===== config.mk =====
export PLATFORM = sky130hd
export DESIGN_NAME = ttk_primary_flat
export DESIGN_NICKNAME = d
export VERILOG_FILES = /design/src/ttk_pkg.sv /design/src/ttk_link_if.sv /design/src/ttk_time_adv.sv /design/src/ttk_primary.sv /design/src/flat_wrapper.sv
export SDC_FILE = /design/constraint.sdc
export NUM_CORES = 1
export LEC_CHECK = 0
export BUFFER_PORTS_ARGS = -buffer_cell sky130_fd_sc_hd__buf_2
export CAP_MARGIN = 20
export CORE_ASPECT_RATIO = 1.25
export CORE_MARGIN = 3
export CORE_UTILIZATION = 55
export DETAILED_ROUTE_END_ITERATION = 10
export GPL_TIMING_DRIVEN = 0
export PLACE_DENSITY = 0.87
export SYNTH_ARGS = -nofsm -noshare
export SYNTH_HDL_FRONTEND = slang
export SYNTH_SLANG_ARGS = --single-unit
export TNS_END_PERCENT = 20

===== constraint.sdc =====
create_clock -name sys_clk -period 2.6 [get_ports sys_clk]
set_clock_uncertainty 0.05 [all_clocks]
set_input_delay 0.26 -clock sys_clk [delete_from_list [all_inputs] [get_ports sys_clk]]
set_output_delay 0.26 -clock sys_clk [all_outputs]
set_load 0.05 [all_outputs]

===== src/ttk_pkg.sv =====
// Purpose: shared constants and types for the telemetry timestamp keeper
// Assumes: 40-bit time = 32 seconds, 3 tick number, 4 counter, 1 quality
// Notes:   low five bits carry no sub-tick timing
package ttk_pkg;
    localparam int TIME_W      = 40;
    localparam int SEC_W       = 32;
    localparam int TICK_W      = 3;
    localparam int PKT_W       = 4;
    localparam int TICK_LSB    = 5;
    localparam int PKT_LSB     = 1;
    localparam int QUAL_BIT    = 0;
    localparam int LOW_CLR_W   = 16;
    localparam int UPPER_W     = 24;
    localparam int TAG_SEC_W   = 13;
    localparam int UPD_DELAY   = 9;
    localparam logic [3:0] REG_ARM   = 4'h0;
    localparam logic [3:0] REG_TIMEH = 4'h1;
    localparam logic [3:0] REG_TIMEL = 4'h2;
    localparam logic [3:0] REG_STAT  = 4'h3;
    localparam logic [7:0] LOW_BYTE_TICK1 = 8'h20;
    localparam logic [7:0] LOW_BYTE_ZERO  = 8'h00;
    localparam logic [2:0] TICK_LAST      = 3'h7;
    localparam logic [2:0] TICK_DELIVER   = 3'h6;
    localparam logic [3:0] PKT_FIRST      = 4'h1;
    localparam int TICK_MS     = 125;
    localparam int CLK_NS      = 25;
    localparam int TICK_CYCLES = (TICK_MS * 1000000) / CLK_NS;
endpackage


===== src/ttk_link_if.sv =====
// Purpose: link between primary keeper and a follower
// Assumes: one clock, tick is a one-cycle pulse
// Notes:   none
`timescale 1ns/1ps
interface ttk_link_if;
    logic        tickPulse;
    logic        frameAlignPulse;
    logic        upperValid;
    logic [23:0] upperBits;
    modport primary  (output tickPulse, output frameAlignPulse,
                      output upperValid, output upperBits);
    modport follower (input tickPulse, input frameAlignPulse,
                      input upperValid, input upperBits);
endinterface


===== src/ttk_time_adv.sv =====
// Purpose: advance a 40-bit time by one tick
// Assumes: combinational
// Notes:   tick number wraps 7 to 0 and carries into seconds
`timescale 1ns/1ps
module ttk_time_adv (
    input  wire logic [39:0] timeIn,
    output logic      [39:0] timeOut
);
    logic [2:0]  tick;
    logic [31:0] sec;
    always_comb begin
        tick = timeIn[ttk_pkg::TICK_LSB +: ttk_pkg::TICK_W];
        sec  = timeIn[ttk_pkg::TIME_W-1 -: ttk_pkg::SEC_W];
        timeOut = timeIn;
        if (tick == ttk_pkg::TICK_LAST) begin
            sec = sec + 32'h1;
        end
        tick = tick + 3'h1;
        timeOut[ttk_pkg::TIME_W-1 -: ttk_pkg::SEC_W] = sec;
        timeOut[ttk_pkg::TICK_LSB +: ttk_pkg::TICK_W] = tick;
    end
endmodule


===== src/ttk_primary.sv =====
// Purpose: primary keeper: time, craft updates, frame-align generator
// Assumes: craftTickIn and secLoad are from the bus interface pins
// Notes:   tick and seconds strobes are synchronised before use
`timescale 1ns/1ps
// Function
// - resolution one tick, low five bits zero; here bits 4:1 hold the counter, bit 0 quality
// - seconds loaded whole from craft
// - craft delivers seconds during tick six
// - tick number in top three low-byte bits
// - housekeeping, low rate: counter zero
// - high rate counter increments from one
// - port write arms pulse, next tick
// - option: pulse on second tick
// - pulse timed by counting tick edges
// - follower clears low 16 on pulse
// - follower advances before testing pulse
// - time advances one tick per period
// - primary sends upper 24 bits later
// - follower loads 0x20 on pulse
// - missed update sets quality flag
// - follower quality flag always one
// - tag is 13 seconds, 3 tick
// - seconds are upper 32 bits
module ttk_primary (
    input  wire logic        sys_clk,
    input  wire logic        rst,
    input  wire logic        craftTickIn,
    input  wire logic        secLoad,
    input  wire logic [31:0] secValue,
    input  wire logic [3:0]  regAddr,
    input  wire logic [31:0] regWdata,
    input  wire logic        regWr,
    input  wire logic        regRd,
    output logic      [31:0] regRdata,
    input  wire logic        recordFormat,
    input  wire logic        recordHighRate,
    output logic      [39:0] recordStamp,
    output logic      [15:0] miniTag,
    ttk_link_if.primary      link
);
    localparam logic [3:0] A_ARM   = ttk_pkg::REG_ARM;
    localparam logic [3:0] A_TIMEH = ttk_pkg::REG_TIMEH;
    localparam logic [3:0] A_TIMEL = ttk_pkg::REG_TIMEL;
    localparam logic [3:0] A_STAT  = ttk_pkg::REG_STAT;

    typedef enum logic [2:0] {
        TTK_IDLE  = 3'b001,
        TTK_ARMED = 3'b010,
        TTK_PULSE = 3'b100
    } ttk_gen_t;

    typedef struct packed {
        logic [1:0]  tickSync;
        logic [1:0]  loadSync;
        logic        tickPrev;
        logic        loadPrev;
        logic [31:0] secMeta;
        logic [31:0] secSync;
        logic [31:0] secLatch;
        logic [39:0] timeNow;
        logic        gotUpdate;
        ttk_gen_t    gen;
        logic [1:0]  edgesLeft;
        logic [3:0]  updCount;
        logic        updValid;
        logic [39:0] stamp;
        logic [15:0] tag;
        logic [31:0] rdata;
    } ttk_prim_t;

    ttk_prim_t   s_r;
    ttk_prim_t   s_nxt;
    logic [39:0] advTime;
    logic        tickEdge;
    logic        loadEdge;

    ttk_time_adv u_adv (
        .timeIn  (s_r.timeNow),
        .timeOut (advTime)
    );

    always_comb begin
        s_nxt = s_r;
        // ----------------------------------------
        // pin synchronisers, two stages each
        // ----------------------------------------
        s_nxt.tickSync = {s_r.tickSync[0], craftTickIn};
        s_nxt.loadSync = {s_r.loadSync[0], secLoad};
        s_nxt.secMeta  = secValue;
        s_nxt.secSync  = s_r.secMeta;
        s_nxt.tickPrev = s_r.tickSync[1];
        s_nxt.loadPrev = s_r.loadSync[1];
        tickEdge = s_r.tickSync[1] & ~s_r.tickPrev;
        loadEdge = s_r.loadSync[1] & ~s_r.loadPrev;
        s_nxt.updValid = 1'b0;
        // ----------------------------------------
        // craft seconds capture
        // ----------------------------------------
        if (loadEdge) begin
            s_nxt.secLatch  = s_r.secSync;
            s_nxt.gotUpdate = 1'b1;
        end
        // ----------------------------------------
        // tick advance
        // ----------------------------------------
        if (tickEdge) begin
            s_nxt.timeNow = advTime;
            if (s_r.timeNow[ttk_pkg::TICK_LSB +: ttk_pkg::TICK_W]
                    == ttk_pkg::TICK_LAST) begin
                if (s_r.gotUpdate) begin
                    s_nxt.timeNow[ttk_pkg::TIME_W-1 -: ttk_pkg::SEC_W] =
                        s_r.secLatch + 32'h1;
                end
                s_nxt.timeNow[ttk_pkg::QUAL_BIT] = ~s_r.gotUpdate;
                s_nxt.gotUpdate = loadEdge;
            end
            s_nxt.timeNow[ttk_pkg::PKT_LSB +: ttk_pkg::PKT_W] = 4'h0;
        end
        // ----------------------------------------
        // frame-align generator
        // ----------------------------------------
        case (s_r.gen)
            TTK_IDLE: begin
                if (regWr && regAddr == A_ARM) begin
                    s_nxt.gen = TTK_ARMED;
                    s_nxt.edgesLeft = regWdata[0] ? 2'h2 : 2'h1;
                end
            end
            TTK_ARMED: begin
                if (tickEdge) begin
                    if (s_r.edgesLeft == 2'h1) begin
                        s_nxt.gen = TTK_PULSE;
                    end
                    s_nxt.edgesLeft = s_r.edgesLeft - 2'h1;
                end
            end
            TTK_PULSE: begin
                if (tickEdge) begin
                    s_nxt.gen = TTK_IDLE;
                    s_nxt.updCount = 4'(ttk_pkg::UPD_DELAY);
                end
            end
            default: s_nxt.gen = TTK_IDLE;
        endcase
        if (tickEdge && s_r.updCount != 4'h0) begin
            s_nxt.updCount = s_r.updCount - 4'h1;
            if (s_r.updCount == 4'h1) begin
                s_nxt.updValid = 1'b1;
            end
        end
        // ----------------------------------------
        // record stamping
        // ----------------------------------------
        if (recordFormat) begin
            s_nxt.stamp = s_r.timeNow;
            s_nxt.stamp[4:1] = 4'h0;
            if (recordHighRate) begin
                if (s_r.timeNow[4:1] == 4'h0 || tickEdge) begin
                    s_nxt.stamp[4:1] = ttk_pkg::PKT_FIRST;
                end else begin
                    s_nxt.stamp[4:1] = s_r.timeNow[4:1] + 4'h1;
                end
                if (!tickEdge) begin
                    s_nxt.timeNow[4:1] = s_nxt.stamp[4:1];
                end
            end
            s_nxt.tag = {s_r.timeNow[ttk_pkg::TICK_LSB + ttk_pkg::TICK_W
                                     +: ttk_pkg::TAG_SEC_W],
                         s_r.timeNow[7:5]};
        end
        // ----------------------------------------
        // register read, one cycle later
        // ----------------------------------------
        s_nxt.rdata = 32'h0;
        if (regRd) begin
            case (regAddr)
                A_ARM:   s_nxt.rdata = {29'h0, s_r.gen};
                A_TIMEH: s_nxt.rdata = s_r.timeNow[39:8];
                A_TIMEL: s_nxt.rdata = {24'h0, s_r.timeNow[7:0]};
                A_STAT:  s_nxt.rdata = {30'h0, s_r.gotUpdate,
                                        s_r.timeNow[0]};
                default: s_nxt.rdata = 32'h0;
            endcase
        end
    end

    // ----------------------------------------
    // state register
    // ----------------------------------------
    always_ff @(posedge sys_clk) begin
        if (rst) begin
            s_r <= '0;
            s_r.gen <= TTK_IDLE;
            s_r.timeNow[ttk_pkg::QUAL_BIT] <= 1'b1;
        end else begin
            s_r <= s_nxt;
        end
    end

    // ----------------------------------------
    // outputs
    // ----------------------------------------
    assign regRdata  = s_r.rdata;
    assign recordStamp = s_r.stamp;
    assign miniTag   = s_r.tag;
    assign link.tickPulse = s_r.tickSync[1] & ~s_r.tickPrev;
    assign link.frameAlignPulse = (s_r.gen == TTK_PULSE);
    assign link.upperValid = s_r.updValid;
    assign link.upperBits  = s_r.timeNow[39:16];
endmodule


===== src/flat_wrapper.sv =====
// flat-port wrapper written by rule: the top's interface ports become plain ports
module ttk_primary_flat 
  (sys_clk, rst, craftTickIn, secLoad, secValue, regAddr, regWdata, regWr, regRd, regRdata, recordFormat, recordHighRate, recordStamp, miniTag, link_tickPulse, link_frameAlignPulse, link_upperValid, link_upperBits);
  ttk_link_if link_i ();
  input  wire logic sys_clk;
  input  wire logic rst;
  input  wire logic craftTickIn;
  input  wire logic secLoad;
  input  wire logic [31:0] secValue;
  input  wire logic [3:0] regAddr;
  input  wire logic [31:0] regWdata;
  input  wire logic regWr;
  input  wire logic regRd;
  output logic      [31:0] regRdata;
  input  wire logic recordFormat;
  input  wire logic recordHighRate;
  output logic      [39:0] recordStamp;
  output logic      [15:0] miniTag;
  output wire logic [$bits(link_i.tickPulse)-1:0] link_tickPulse;
  output wire logic [$bits(link_i.frameAlignPulse)-1:0] link_frameAlignPulse;
  output wire logic [$bits(link_i.upperValid)-1:0] link_upperValid;
  output wire logic [$bits(link_i.upperBits)-1:0] link_upperBits;
  assign link_tickPulse = link_i.tickPulse;
  assign link_frameAlignPulse = link_i.frameAlignPulse;
  assign link_upperValid = link_i.upperValid;
  assign link_upperBits = link_i.upperBits;
  ttk_primary u_core (.sys_clk(sys_clk), .rst(rst), .craftTickIn(craftTickIn), .secLoad(secLoad), .secValue(secValue), .regAddr(regAddr), .regWdata(regWdata), .regWr(regWr), .regRd(regRd), .regRdata(regRdata), .recordFormat(recordFormat), .recordHighRate(recordHighRate), .recordStamp(recordStamp), .miniTag(miniTag), .link(link_i));
endmodule

==> results.md, run 1 <==
- The number of enable-type register cells in the synthesized netlist is 0.
- The critical path goes through ha_1 -> ha_2 -> nand4_1 -> nor4_1 -> nand3_1 -> nor3b_1 -> a2111oi_0.
- The number of endpoints with negative hold slack in the final report came to 0.
- The type of the worst setup path is flop to flop.
- The starting density of the core is 0.5630.
- Detailed placement finished with a half-perimeter wire length of 17400 microns.
- The total standard cell area after synthesis is 9891 sq um.
- The worst-case headroom to the max-slew limit is 0.4427.
- The setup fix buffers added after clock tree synthesis is 0.
- The routed layout has around 8500 vias.
- The number of buffers inserted during clock tree synthesis is 21.
- The die span in y is 155.9 microns.
- The DRC violation total after the first TritonRoute iteration is 775.
- The arrival time at the worst endpoint is between 2000 and 3000 ps.
- The post-route worst hold slack is between 30 and 40 ps.
- During placement, the flow inserted port buffers numbering 156.
- The largest single stage delay on the critical path is between 500 and 600 ps.
- During synthesis, Yosys emitted a total of 0 warnings.
- The master cell of the clock root buffer is clkbuf_16.
- The type of the most critical hold path is input port to flop.
- The post-layout net count is 1425.
- Among all flip-flop cells after synthesis, the most frequent one is dfxtp_1.
- Setup violations remaining at the end of the flow were counted as 0.
- For this run, design rule violations remaining after detail routing come to 0.
- The post-placement cell count is 1509.
- In the global route stage, overall resource usage came out at 0.2418.
- Ranked by total cell area, the synthesized netlist is headed by dfxtp_1 46%, buf_4 8.5%, nor2b_1 4.7%, mux2i_1 4.7%, nand2_1 4.2%.
- For this block, the routed nets add up to roughly 25000 microns of wire.
- The number of standard cells in the layout, taps in and fillers out is 1576.
- The area of the die is just under 20000 sq um.
- The maximum fanout along the worst path is 8.
- The detail route stage leaves a number of antenna-violating nets equal to 0.
- 0 antenna diodes ended up in the layout.
- The total iterations of the first detailed-routing run is 5.
- The max-cap check violation count is 0.
- The total buffers and inverters traversed by the critical path is 0.
- No sink is reached through more buffers than the 3 on the longest clock path.
- In the synthesized netlist, the number of instances is 1129.
- The core region area is 17570 sq um.
- After clock tree synthesis, the clock-pin slew on the worst setup and hold paths is 70 ps.
- The category of the worst setup path capture point is a flop.
- For this run, the register share of the synthesized area comes to 0.4554.
- The share of the cycle needed by the critical path after routing is 0.9620.
- The worst-path cell with the longest stage delay is nor4_1.
- The average wire per standard cell is between 15 and 20 microns.
- The floorplan has 54 rows.
- The shortest clock period the worst path allows after layout is between 2000 and 3000 ps.
- The leakage component of the power is 5.162 nW.
- The number of pins exceeding their max-slew limit in the final report is 0.
- Counting flops and latches in the post-synthesis netlist gives 225.
- The number of inserted filler cells in the final layout is 1363.
- For this design the top-level I/O count stands at 191.
- Entering global routing, the biggest net connects 17 pins.
- The fraction of layout instances using a drive strength above 1 is 0.2448.
- The commonest cells after synthesis are 225 x dfxtp_1, 112 x buf_4, 110 x nand2_1.
- The synthesized netlist contains 63 unique library cells.
- The maximum level of the CTS H-tree is 1.
- The CTS tree is done.
- Data on the critical path is required at its endpoint by approximately 3000 ps.
- Derived from the worst setup path, the maximum achievable clock frequency is about 0.40 GHz.
- Across the VDD grid, the largest voltage drop is 0.0005959 V.
- The completed layout was analyzed and its total power is 7.153 mW.
- The leading cell type by number of instances after synthesis is dfxtp_1.
- The die is 125.9 microns wide.
- The post-route core utilization is 0.6828.
- The gate family responsible for the most delay along the worst path is simple AND/OR/NAND/NOR gates.
- The average footprint of a synthesized cell is 8.761 sq um.
- The total negative slack for setup checks is 0 ps.
- The power density over the cells is 596.4 nW/um^2.
- The first-pass GRT wire length is 39570 microns.
- The actual transition at the worst max-transition pin is around 840 ps.
- The number of nets in the synthesized netlist is 1214.
- The average via count per standard cell is 5.363.
- The number of antenna violations at the first check in global routing is 0.
- The share of async-settable or async-resettable flops after synthesis is 0.
- The number of sinks handled by clock tree synthesis is between 200 and 250.
- For the worst-skew pair, the clock arrives at the later sink with an insertion delay of 510 ps.
- The via count of the first global-routing pass was 8097.
- Setup repair after global routing could not meet its margin everywhere.
- Of all cell types, the one taking the most synthesized area is dfxtp_1.
- The routability congestion estimate is between 0.9 and 1.
- The type of origin of the critical path is a flop.
- Of the post-synthesis cell area, the dominant cell type holds 0.4554.
- The remaining global-route overflow is 0.
- The layout-stage area growth over the synthesis result is 21.26%.
- The run finished with clean final reports.
-- repair_timing --
action	4_1_cts	5_1_grt
hold buffers	34	0
endpoints found under the setup margin	5	13
gates resized for setup	7	5
endpoints found under the hold margin	34	0
-- registers in the layout, indices dropped and copies added (netlist names), named ones only --
signal and cells:
u_core.recordStamp 25, u_core.link.upperBits 24, u_core.link.upperValid 1, u_core.s_nxt 36, u_core.miniTag 15, u_core.regRdata 32, u_core.s_r 91
-- layer usage --
metal  global-route usage  share of wire
met3              0.03288          0.071
met4               0.1002          0.037
met2               0.4451           0.50
met1               0.2818           0.40
met5                    0              0
-- layout make-up --
| class | instances | area, sq um | area share |
|---|---|---|---|
| buffer | 182 | 1117 | 0.09316 |
| clock buffer | 23 | 533.0 | 0.04444 |
| clock inverter | 12 | 150.1 | 0.01252 |
| inverter | 16 | 62.56 | 0.005216 |
| multi-input combinational | 704 | 4223 | 0.3521 |
| sequential | 225 | 4504 | 0.3755 |
| tap | 224 | 280.3 | 0.02337 |
| timing repair buffer | 190 | 1124 | 0.09368 |
-- layout by cell type (no fill, tap or decap), types with 12 or more instances in the layout --
| cell type | synthesis | final |
|---|---|---|
| dlygate4sd3_1 | 0 | 34 |
| a31oi_1 | 18 | 18 |
| a211oi_1 | 12 | 12 |
| buf_2 | 3 | 158 |
| clkbuf_1 | 59 | 56 |
| and2_1 | 31 | 31 |
| nor3_1 | 19 | 18 |
| nor2b_1 | 75 | 75 |
| nor4_1 | 15 | 15 |
| nand2_1 | 110 | 110 |
| clkbuf_16 | 0 | 21 |
| mux2i_1 | 46 | 46 |
| dfxtp_1 | 225 | 225 |
| a21oi_1 | 69 | 69 |
| nor2_1 | 88 | 86 |
| nand3_1 | 31 | 31 |
| nand4_1 | 23 | 23 |
| o21ai_0 | 32 | 32 |
| inv_1 | 15 | 14 |
| buf_4 | 112 | 113 |
-- stage by stage --
stage / setup slack, ps / cell area [sq um]
final: 98.80 / 11990
after global routing: -3.243 / 11990
after CTS: 26.59 / 11980
after detailed placement: -243.6 / 10950
after global placement: -247.9 / 10950
after floorplan: 141.9 / 9891
-- kinds of logic after synthesis --
logic type                 synth area share
AOI/OAI and AO/OA                    0.1111
xor gates and xnor gates            0.01771
adders and majority gates           0.01139
buffers and inverters                0.1192
DFF                                  0.4554
muxes                               0.04883
and+or+nand+nor                      0.2364
-- where the power goes --
| group | switching (mW) | leakage, nW | internal [mW] | total (mW) |
|---|---|---|---|---|
| sequential | 0.0512 | 1.83 | 3.53 | 3.59 |
| clock | 1.30 | 0.328 | 1.78 | 3.09 |
| combinational | 0.278 | 3.00 | 0.203 | 0.480 |
-- worst reg2reg max path: stages (launching register included) --
cell	delay, ps
dfxtp_1	410
ha_1	190
ha_2	270
nand4_1	180
nor4_1	550
nand3_1	190
nor3b_1	170
a2111oi_0	360
-- worst paths after layout --
| check | from | endpoint | slack [ps] | depth (start not counted) |
|---|---|---|---|---|
| worst max-delay path | u_core.s_r[105]$_SDFFE_PP0P_ | u_core.link.upperBits[6]$_SDFFE_PP0P_ | 100 | 7 |
| worst min register to register | u_core.s_nxt[194]$_SDFF_PP0_ | u_core.s_r[194]$_SDFF_PP0_ | 380 | 1 |
| worst max register to register | u_core.s_r[105]$_SDFFE_PP0P_ | u_core.link.upperBits[6]$_SDFFE_PP0P_ | 100 | 7 |
| worst min-delay path | recordHighRate | u_core.recordStamp[1]$_SDFFE_PP0P_ | 40 | 3 |
No activity file was read; power rests on OpenSTA's default activity.
==> run 2, diff against run 1 <==
--- a/config.mk
+++ b/config.mk
@@ -12,8 +12,9 @@
 export CORE_UTILIZATION = 55
 export DETAILED_ROUTE_END_ITERATION = 10
 export GPL_TIMING_DRIVEN = 0
-export PLACE_DENSITY = 0.87
+export PLACE_DENSITY = 0.88
 export SYNTH_ARGS = -nofsm -noshare
 export SYNTH_HDL_FRONTEND = slang
+export SYNTH_HIERARCHICAL = 1
 export SYNTH_SLANG_ARGS = --single-unit
 export TNS_END_PERCENT = 20
==> run 2 against run 1 <==
  * First-iteration DRC count decreased by 28%
  * Critical path type unchanged
  * Critical endpoint is now u_core/link.upperBits[17]$_SDFFE_PP0P_
  * Hold slack improved by 14 ps
  * Non-clock buffer count decreased by 16
  * Sequential cell count unchanged
  * Critical path depth increased by 2
  * Fmax increased by 1.2%
  * Synthesized area decreased by 1.7%
==> results.md, run 2 <==
- The half-perimeter wire length of the detailed placement result is 15920 microns (was 17400 microns).
- The net load switching power is 1.497 mW (was 1.632 mW).
- The category of the worst setup path capture point is a flop (unchanged).
- The count of synthesis-stage warnings from yosys came to 6 (was 0).
- The actual transition at the worst max-transition pin is 744.1 ps (was 836.0 ps).
- The total number of vias is 7874 (was 8452).
- The internal power was 5.374 mW (was 5.521 mW).
- The routability congestion estimate came to 0.9060 (was 0.9742).
- The remaining antenna violation count after routing is 0 (unchanged).
- The setup fix buffers added after clock tree synthesis is 0 (unchanged).
- The core region area is 17110 sq um (was 17570 sq um).
- The number of DRC violations after detailed routing was 0 (unchanged).
- The worst-path cell with the longest stage delay is dfxtp_2 (was nor4_1).
- The arrival time at the worst endpoint is 2830 ps (was 2850 ps).
- The required time of the critical path was 2950 ps (about the same).
- The buffer depth of the longest clock path is 3 (unchanged).
- The leakage component of the power is 5.158 nW (was 5.162 nW).
- The area of the die is 19320 sq um (was 19640 sq um).
- The launch point of the worst reg-to-reg path was u_core/s_r[104]$_SDFFE_PP0P_ (was u_core.s_r[105]$_SDFFE_PP0P_).
- RSZ-0062 raised after global routing: no (was yes).
- The worst IR drop on VDD is 0.0005493 V (was 0.0005959 V).
- The number of nets in the synthesized netlist is 1152 (was 1214).
- The highest attainable clock frequency is 0.4044 GHz (was 0.3998 GHz).
- The share of total power consumed by net switching is 0.2179 (was 0.2281).
- The gate family responsible for the most delay along the worst path is simple AND/OR/NAND/NOR gates (unchanged).
- The count of buffers inserted at the top-level ports was 156 (unchanged).
- The average wire per standard cell is 14.45 microns (was 15.65 microns).
- The master cell of the clock root buffer was clkbuf_16 (unchanged).
- The via count of the first global-routing pass is 7508 (was 8097).
- The total buffers and inverters traversed by the critical path is 1 (was 0).
- The average footprint of a synthesized cell is 9.114 sq um (was 8.761 sq um).
- The width of the die is 124.9 microns (was 125.9 microns).
- The global-route usage over all layers is 0.2171 (was 0.2418).
- The type of the most critical hold path is input port to flop (unchanged).
- The total negative slack for setup checks was 0 ps (unchanged).
- The maximum level of the CTS H-tree is 1 (unchanged).
- The row count is 53 (was 54).
- The share of power burned in the clock network was 0.435 (was 0.432).
- The final count of negative-setup-slack endpoints is 0 (unchanged).
- The flip-flop count of the largest register after layout came to 92 (was 91).
- The combinational fraction of design power came to 0.049 (was 0.067).
- The largest incremental delay on the critical path is 420 ps (was 550 ps).
- The average via count per standard cell is 5.197 (was 5.363).
- The number of sinks handled by clock tree synthesis was 225 (unchanged).
- The first-pass GRT wire length was 35580 microns (was 39570 microns).
- The maximum fanout along the worst path is 10 (was 8).
- The number of pins exceeding their max-slew limit in the final report was 0 (unchanged).
- The number of antenna violations at the first check in global routing was 0 (unchanged).
- The number of antenna diodes is 0 (unchanged).
- Sequence of cells on the critical path: ha_1 -> ha_2 -> nand4_4 -> nor4_4 -> buf_6 -> nand4_1 -> xnor2_1 -> o221a_2 -> o21a_1 (was ha_1 -> ha_2 -> nand4_1 -> nor4_1 -> nand3_1 -> nor3b_1 -> a2111oi_0).
- The clock slew at the register clock pins of the worst setup and hold paths is 70 ps (about the same).
- The total wire length after detailed routing is 21890 microns (was 24660 microns).
- The worst reg-to-reg setup slack is 130 ps (was 100 ps).
- The post-layout net count is 1365 (was 1425).
- The worst-case headroom to the max-slew limit is 0.4998 (was 0.4427).
- The type of the worst setup path was flop to flop (unchanged).
- The shortest clock period the worst path allows after layout was 2473 ps (was 2501 ps).
- Result of the run: completed (unchanged).
- The die span in y is 154.7 microns (was 155.9 microns).
- The power density over the cells is 582.0 nW/um^2 (was 596.4 nW/um^2).
- The total iterations of the first detailed-routing run is 7 (was 5).
- The pre-CTS setup slack is -90.08 ps (was -243.6 ps).
- The top register by number of flip-flops is u_core/s_r (was u_core.s_r).
- The worst setup path endpoint is u_core/link.upperBits[17]$_SDFFE_PP0P_ (was u_core.link.upperBits[6]$_SDFFE_PP0P_).
- The cell depth of the worst setup path was 9 (was 7).
- The total I/O pin count is 191 (unchanged).
- The number of inserted filler cells in the final layout is 1276 (was 1363).
- The part of the power in registers is 0.516 (was 0.501).
- The destination of the worst register-to-register timing path was u_core/link.upperBits[17]$_SDFFE_PP0P_ (was u_core.link.upperBits[6]$_SDFFE_PP0P_).
- The layout-stage area growth over the synthesis result was 21.41% (was 21.26%).
- The max-cap check violation count is 0 (unchanged).
- The total standard cell area after synthesis was 9724 sq um (was 9891 sq um).
- The starting density of the core is 0.5684 (was 0.5630).
- The number of buffers inserted during clock tree synthesis was 21 (unchanged).
- The remaining global-route overflow is 0 (unchanged).
- The number of cells on the worst reg-to-reg path is 9 (was 7).
- The post-route worst setup slack is 127.3 ps (was 98.80 ps).
- The share of the cycle needed by the critical path after routing is 0.9510 (was 0.9620).
- The pin count of the biggest net entering global routing is 17 (unchanged).
- The clock latency at the later pin of the worst-skew pair came to 510 ps (about the same).
- The worst setup path startpoint is u_core/s_r[104]$_SDFFE_PP0P_ (was u_core.s_r[105]$_SDFFE_PP0P_).
- The type of origin of the critical path is a flop (unchanged).
- The commonest non-fill, non-tap cell in the layout was dfxtp_1 (unchanged).
- Commonest cells after routing, fill and taps aside: 223 x dfxtp_1, 157 x buf_2, 113 x nand2_1, 113 x buf_4, 83 x nor2_1 (was 225 x dfxtp_1, 158 x buf_2, 113 x buf_4).
- The DRC violation total after the first TritonRoute iteration is 556 (was 775).
- The CTS tree is done (unchanged).
- The cell count after synthesis was 1067 (was 1129).
- The number of endpoints with negative hold slack in the final report was 0 (unchanged).
- The fraction of layout instances using a drive strength above 1 is 0.2548 (was 0.2448).
-- run 2: worst min path at each step --
stage / startpoint / end / slack, ps / cells after the start
2_1_floorplan: secValue[0] / u_core/s_nxt[171]$_SDFF_PP0_ / 340 / 1
3_3_place_gp: u_core/s_nxt[202]$_SDFF_PP0_ / u_core/s_r[202]$_SDFF_PP0_ / 370 / 1
3_5_place_dp: u_core/s_nxt[201]$_SDFF_PP0_ / u_core/s_r[201]$_SDFF_PP0_ / 370 / 1
4_1_cts: regAddr[0] / u_core/regRdata[1]$_SDFF_PP0_ / 40 / 3
5_1_grt: regWr / u_core/s_r[96]$_SDFFE_PP0P_ / 70 / 3
6_report: regAddr[0] / u_core/regRdata[1]$_SDFF_PP0_ / 50 / 3
-- run 2: metrics by stage --
| step | utilization | std cells | power, mW | cell area, sq um | hold WS (ps) |
|---|---|---|---|---|---|
| after detailed placement | 0.6301 | 1443 | 3.919 | 10780 | 371.2 |
| after CTS | 0.6898 | 1515 | 6.921 | 11800 | 43.88 |
| after global placement | 0.6301 | 1443 | 3.910 | 10780 | 371.1 |
| final | 0.6901 | 1515 | 6.872 | 11810 | 52.21 |
| after global routing | 0.6901 | 1515 | 7.084 | 11810 | 70.01 |
| after floorplan | - | 1067 | 3.818 | 9724 | 338.2 |
-- run 2: worst min-delay path, stage by stage --
cell	delay (ps)
buf_2	150
a21oi_1	80
nor2_1	70
-- run 2: repair_timing --
item	4_1_cts	5_1_grt
hold buffers	34	0
pin swaps	0	1
endpoints found under the setup margin	1	8
resized for setup	1	3
endpoints found under the hold margin	34	0
-- run 2: layer usage --
| layer | global-route usage | vias up | routed length [microns] |
|---|---|---|---|
| li1 | - | 3912 | - |
| met1 | 0.2514 | 3604 | 8774 |
| met2 | 0.4026 | 305 | 11150 |
| met3 | 0.03212 | 53 | 1372 |
| met4 | 0.08523 | 0 | 597 |
| met5 | 0 | - | 0 |
-- run 2: area by class of cell --
type                            count  area (sq um)  area share
Sequential cell                   225          4507      0.3817
Multi-Input combinational cell    660          4099      0.3472
Timing Repair Buffer              190          1121     0.09496
Buffer                            166          1065     0.09019
Clock buffer                       29         595.6     0.05045
Tap cell                          220         275.3     0.02332
Clock inverter                      9         83.83    0.007100
Inverter                           16         60.06    0.005087
-- run 2: power by group through the flow --
stage	clock, mW	combinational [mW]	sequential, mW
after CTS	3.04	0.335	3.55
after floorplan	0	0.205	3.61
after global placement	0	0.289	3.62
final	2.99	0.336	3.55
after global routing	3.16	0.368	3.55
after detailed placement	0	0.294	3.62
==> run 3, diff against run 2 <==
--- a/config.mk
+++ b/config.mk
@@ -5,14 +5,16 @@
 export SDC_FILE = /design/constraint.sdc
 export NUM_CORES = 1
 export LEC_CHECK = 0
+export ABC_AREA = 1
 export BUFFER_PORTS_ARGS = -buffer_cell sky130_fd_sc_hd__buf_2
 export CAP_MARGIN = 20
 export CORE_ASPECT_RATIO = 1.25
 export CORE_MARGIN = 3
-export CORE_UTILIZATION = 55
+export CORE_UTILIZATION = 56
 export DETAILED_ROUTE_END_ITERATION = 10
 export GPL_TIMING_DRIVEN = 0
 export PLACE_DENSITY = 0.88
+export SLEW_MARGIN = 0
 export SYNTH_ARGS = -nofsm -noshare
 export SYNTH_HDL_FRONTEND = slang
 export SYNTH_HIERARCHICAL = 1
==> run 3 against run 2 <==
  * Critical path depth is 3 higher
  * Register-to-register slack better by 250 ps
  * Synthesized cell count rose by 36%
  * Global-route usage increased by 3.2 points
  * Clock power decreased by 3%
  * Hold slack worse by 30 ps
  * Largest power group unchanged
  * Largest cell class unchanged
==> results.md, run 3 <==
- The remaining antenna violation count after routing is 0 (unchanged).
- The global-route usage over all layers came to 0.2493 (was 0.2171).
- Commonest cells after routing, fill and taps aside: 241 x nand2_1, 228 x nor2_1, 225 x dfxtp_1 (was 223 x dfxtp_1, 157 x buf_2, 113 x nand2_1, 113 x buf_4, 83 x nor2_1).
- The average via count per standard cell is 4.995 (was 5.197).
- The number of DRC violations after detailed routing is 0 (unchanged).
- The number of antenna diodes came to 0 (unchanged).
- The worst-path cell with the longest stage delay is dfxtp_1 (was dfxtp_2).
- The clock latency at the later pin of the worst-skew pair is 490 ps (was 510 ps).
- The type of the most critical hold path was input port to flop (unchanged).
- The pin count of the biggest net entering global routing is 16 (was 17).
- The fraction of layout instances using a drive strength above 1 was 0.2208 (was 0.2548).
- The actual transition at the worst max-transition pin is 706.6 ps (was 744.1 ps).
- Sequence of cells on the critical path: ha_1 -> ha_1 -> inv_2 -> nor2_2 -> nand2_2 -> nor2_4 -> nand2_1 -> xnor2_1 -> nor2_1 -> nor2_1 -> nand2_1 -> o21ai_0 (was ha_1 -> ha_2 -> nand4_4 -> nor4_4 -> buf_6 -> nand4_1 -> xnor2_1 -> o221a_2 -> o21a_1).
- The CTS tree was done (unchanged).
- The remaining global-route overflow was 0 (unchanged).
- The setup fix buffers added after clock tree synthesis is 0 (unchanged).
- The startpoint of the most critical hold path is regAddr[2] (was regAddr[0]).
- The core region area was 18240 sq um (was 17110 sq um).
- The starting density of the core is 0.5730 (was 0.5684).
- The average wire per standard cell was 13.59 microns (was 14.45 microns).
- The worst setup path startpoint is u_core/s_r[104]$_SDFFE_PP0P_ (unchanged).
- The post-placement cell count is 1834 (was 1443).
- The average footprint of a synthesized cell is 7.212 sq um (was 9.114 sq um).
- The buffer depth of the longest clock path is 3 (unchanged).
- The required time of the critical path is 2910 ps (was 2950 ps).
- The number of endpoints with negative hold slack in the final report was 0 (unchanged).
- The total number of vias is 9511 (was 7874).
- The worst-case headroom to the max-slew limit is 0.5289 (was 0.4998).
- The maximum fanout along the worst path came to 6 (was 10).
- The total I/O pin count is 191 (unchanged).
- The number of nets in the synthesized netlist came to 1534 (was 1152).
- The flip-flop count of the largest register after layout was 92 (unchanged).
- The worst IR drop on VDD came to 0.0004271 V (was 0.0005493 V).
- The master cell of the clock root buffer is clkbuf_16 (unchanged).
- The final count of negative-setup-slack endpoints is 0 (unchanged).
- The power density over the cells is 571.3 nW/um^2 (was 582.0 nW/um^2).
- The number of buffers inserted during clock tree synthesis was 21 (unchanged).
- The area of the die is 20350 sq um (was 19320 sq um).
- The share of the cycle needed by the critical path after routing was 0.8545 (was 0.9510).
- The half-perimeter wire length of the detailed placement result is 19340 microns (was 15920 microns).
- The count of synthesis-stage warnings from yosys came to 6 (unchanged).
- The highest attainable clock frequency is 0.4501 GHz (was 0.4044 GHz).
- The routability congestion estimate is 0.9729 (was 0.9060).
- The number of sinks handled by clock tree synthesis is 225 (unchanged).
- The commonest non-fill, non-tap cell in the layout is nand2_1 (was dfxtp_1).
- The area of all sequential standard cells is 4504 sq um (was 4507 sq um).
- The total standard cell area after synthesis came to 10450 sq um (was 9724 sq um).
- The via count of the first global-routing pass is 9019 (was 7508).
- The layout-stage area growth over the synthesis result is 19.71% (was 21.41%).
- Result of the run: completed (unchanged).
- The cell count after synthesis came to 1449 (was 1067).
- The clock slew at the register clock pins of the worst setup and hold paths was 70 ps (about the same).
- The arrival time at the worst endpoint was 2530 ps (was 2830 ps).
- The leakage component of the power is 5.787 nW (was 5.158 nW).
- The number of antenna violations at the first check in global routing is 0 (unchanged).
- The max-cap check violation count was 0 (unchanged).
- The post-layout net count is 1748 (was 1365).
- The shortest clock period the worst path allows after layout came to 2222 ps (was 2473 ps).
- The category of the worst setup path capture point is a flop (unchanged).
- The maximum level of the CTS H-tree came to 1 (unchanged).
- The row count is 55 (was 53).
- The launch point of the worst reg-to-reg path was u_core/s_r[104]$_SDFFE_PP0P_ (unchanged).
- The total iterations of the first detailed-routing run is 5 (was 7).
- The type of the worst setup path is flop to flop (unchanged).
- The total buffers and inverters traversed by the critical path is 1 (unchanged).
- RSZ-0062 raised after global routing: no (unchanged).
- The die span in y came to 158.7 microns (was 154.7 microns).
- The number of inserted filler cells in the final layout is 1463 (was 1276).
- The total wire length after detailed routing is 25880 microns (was 21890 microns).
- The top register by number of flip-flops is u_core/s_r (unchanged).
- The count of buffers inserted at the top-level ports is 157 (was 156).
- The number of pins exceeding their max-slew limit in the final report was 0 (unchanged).
- The total negative slack for setup checks is 0 ps (unchanged).
- The type of origin of the critical path is a flop (unchanged).
- The first-pass GRT wire length is 42350 microns (was 35580 microns).
- The number of standard cells in the layout, taps in and fillers out is 1904 (was 1515).
- The width of the die is 128.2 microns (was 124.9 microns).
- The gate family responsible for the most delay along the worst path is simple AND/OR/NAND/NOR gates (unchanged).
- The area of combinational cells with multiple inputs is 4063 sq um (was 4099 sq um).
- The DRC violation total after the first TritonRoute iteration is 740 (was 556).
- The largest incremental delay on the critical path is 400 ps (was 420 ps).
-- run 3: path summary, 6_finish.rpt --
path / to / cells past startpoint / slack [ps]
max: u_core/link.upperBits[5]$_SDFFE_PP0P_ / 12 / 380
min reg2reg: u_core/s_r[185]$_SDFF_PP0_ / 2 / 350
min: u_core/regRdata[1]$_SDFF_PP0_ / 3 / 20
max reg2reg: u_core/link.upperBits[5]$_SDFFE_PP0P_ / 12 / 380
-- run 3: layout make-up --
class | instances | share of cell area
buffer | 163 | 0.08792
clock buffer | 26 | 0.04511
clock inverter | 10 | 0.006701
inverter | 208 | 0.06261
multi-input combinational | 853 | 0.3248
sequential | 225 | 0.3601
tap | 228 | 0.02280
timing repair buffer | 191 | 0.09002
-- run 3: worst reg2reg max path: stages, from the launching register on --
cell     delay [ps]
dfxtp_1         400
ha_1            170
ha_1            380
inv_2           130
nor2_2          200
nand2_2         120
nor2_4          150
nand2_1          80
xnor2_1         130
nor2_1          100
nor2_1           50
nand2_1          80
o21ai_0          70
-- run 3: routing by layer --
layer,up-vias,routed length (microns),share of wire,track usage
met5,-,0,0,0
met4,0,870,0.034,0.1018
met3,68,1594,0.062,0.02591
met2,357,13090,0.51,0.4462
met1,4253,10330,0.40,0.2996
li1,4833,-,-,-
-- run 3: power breakdown --
part	switching [mW]	internal (mW)
clock network	1.26	1.64
registers	0.0654	3.56
logic	0.404	0.218
total	1.73	5.42
-- run 3: stage by stage --
| stage | setup slack [ps] | cell area, sq um | utilization | power [mW] | hold slack [ps] |
|---|---|---|---|---|---|
| 2_1_floorplan | 790.5 | 10450 | - | 4.109 | 317.0 |
| 3_3_place_gp | 475.8 | 11520 | 0.6318 | 4.261 | 339.3 |
| 3_5_place_dp | 438.7 | 11520 | 0.6318 | 4.275 | 341.6 |
| 4_1_cts | 417.1 | 12510 | 0.6860 | 7.202 | 4.126 |
| 5_1_grt | 213.1 | 12510 | 0.6860 | 7.396 | 29.32 |
| 6_report | 378.3 | 12510 | 0.6860 | 7.146 | 21.77 |
-- run 3: repair_timing --
item	CTS	global route
hold buffers	34	0
hold endpoints to repair	34	0
gates resized for setup	0	0
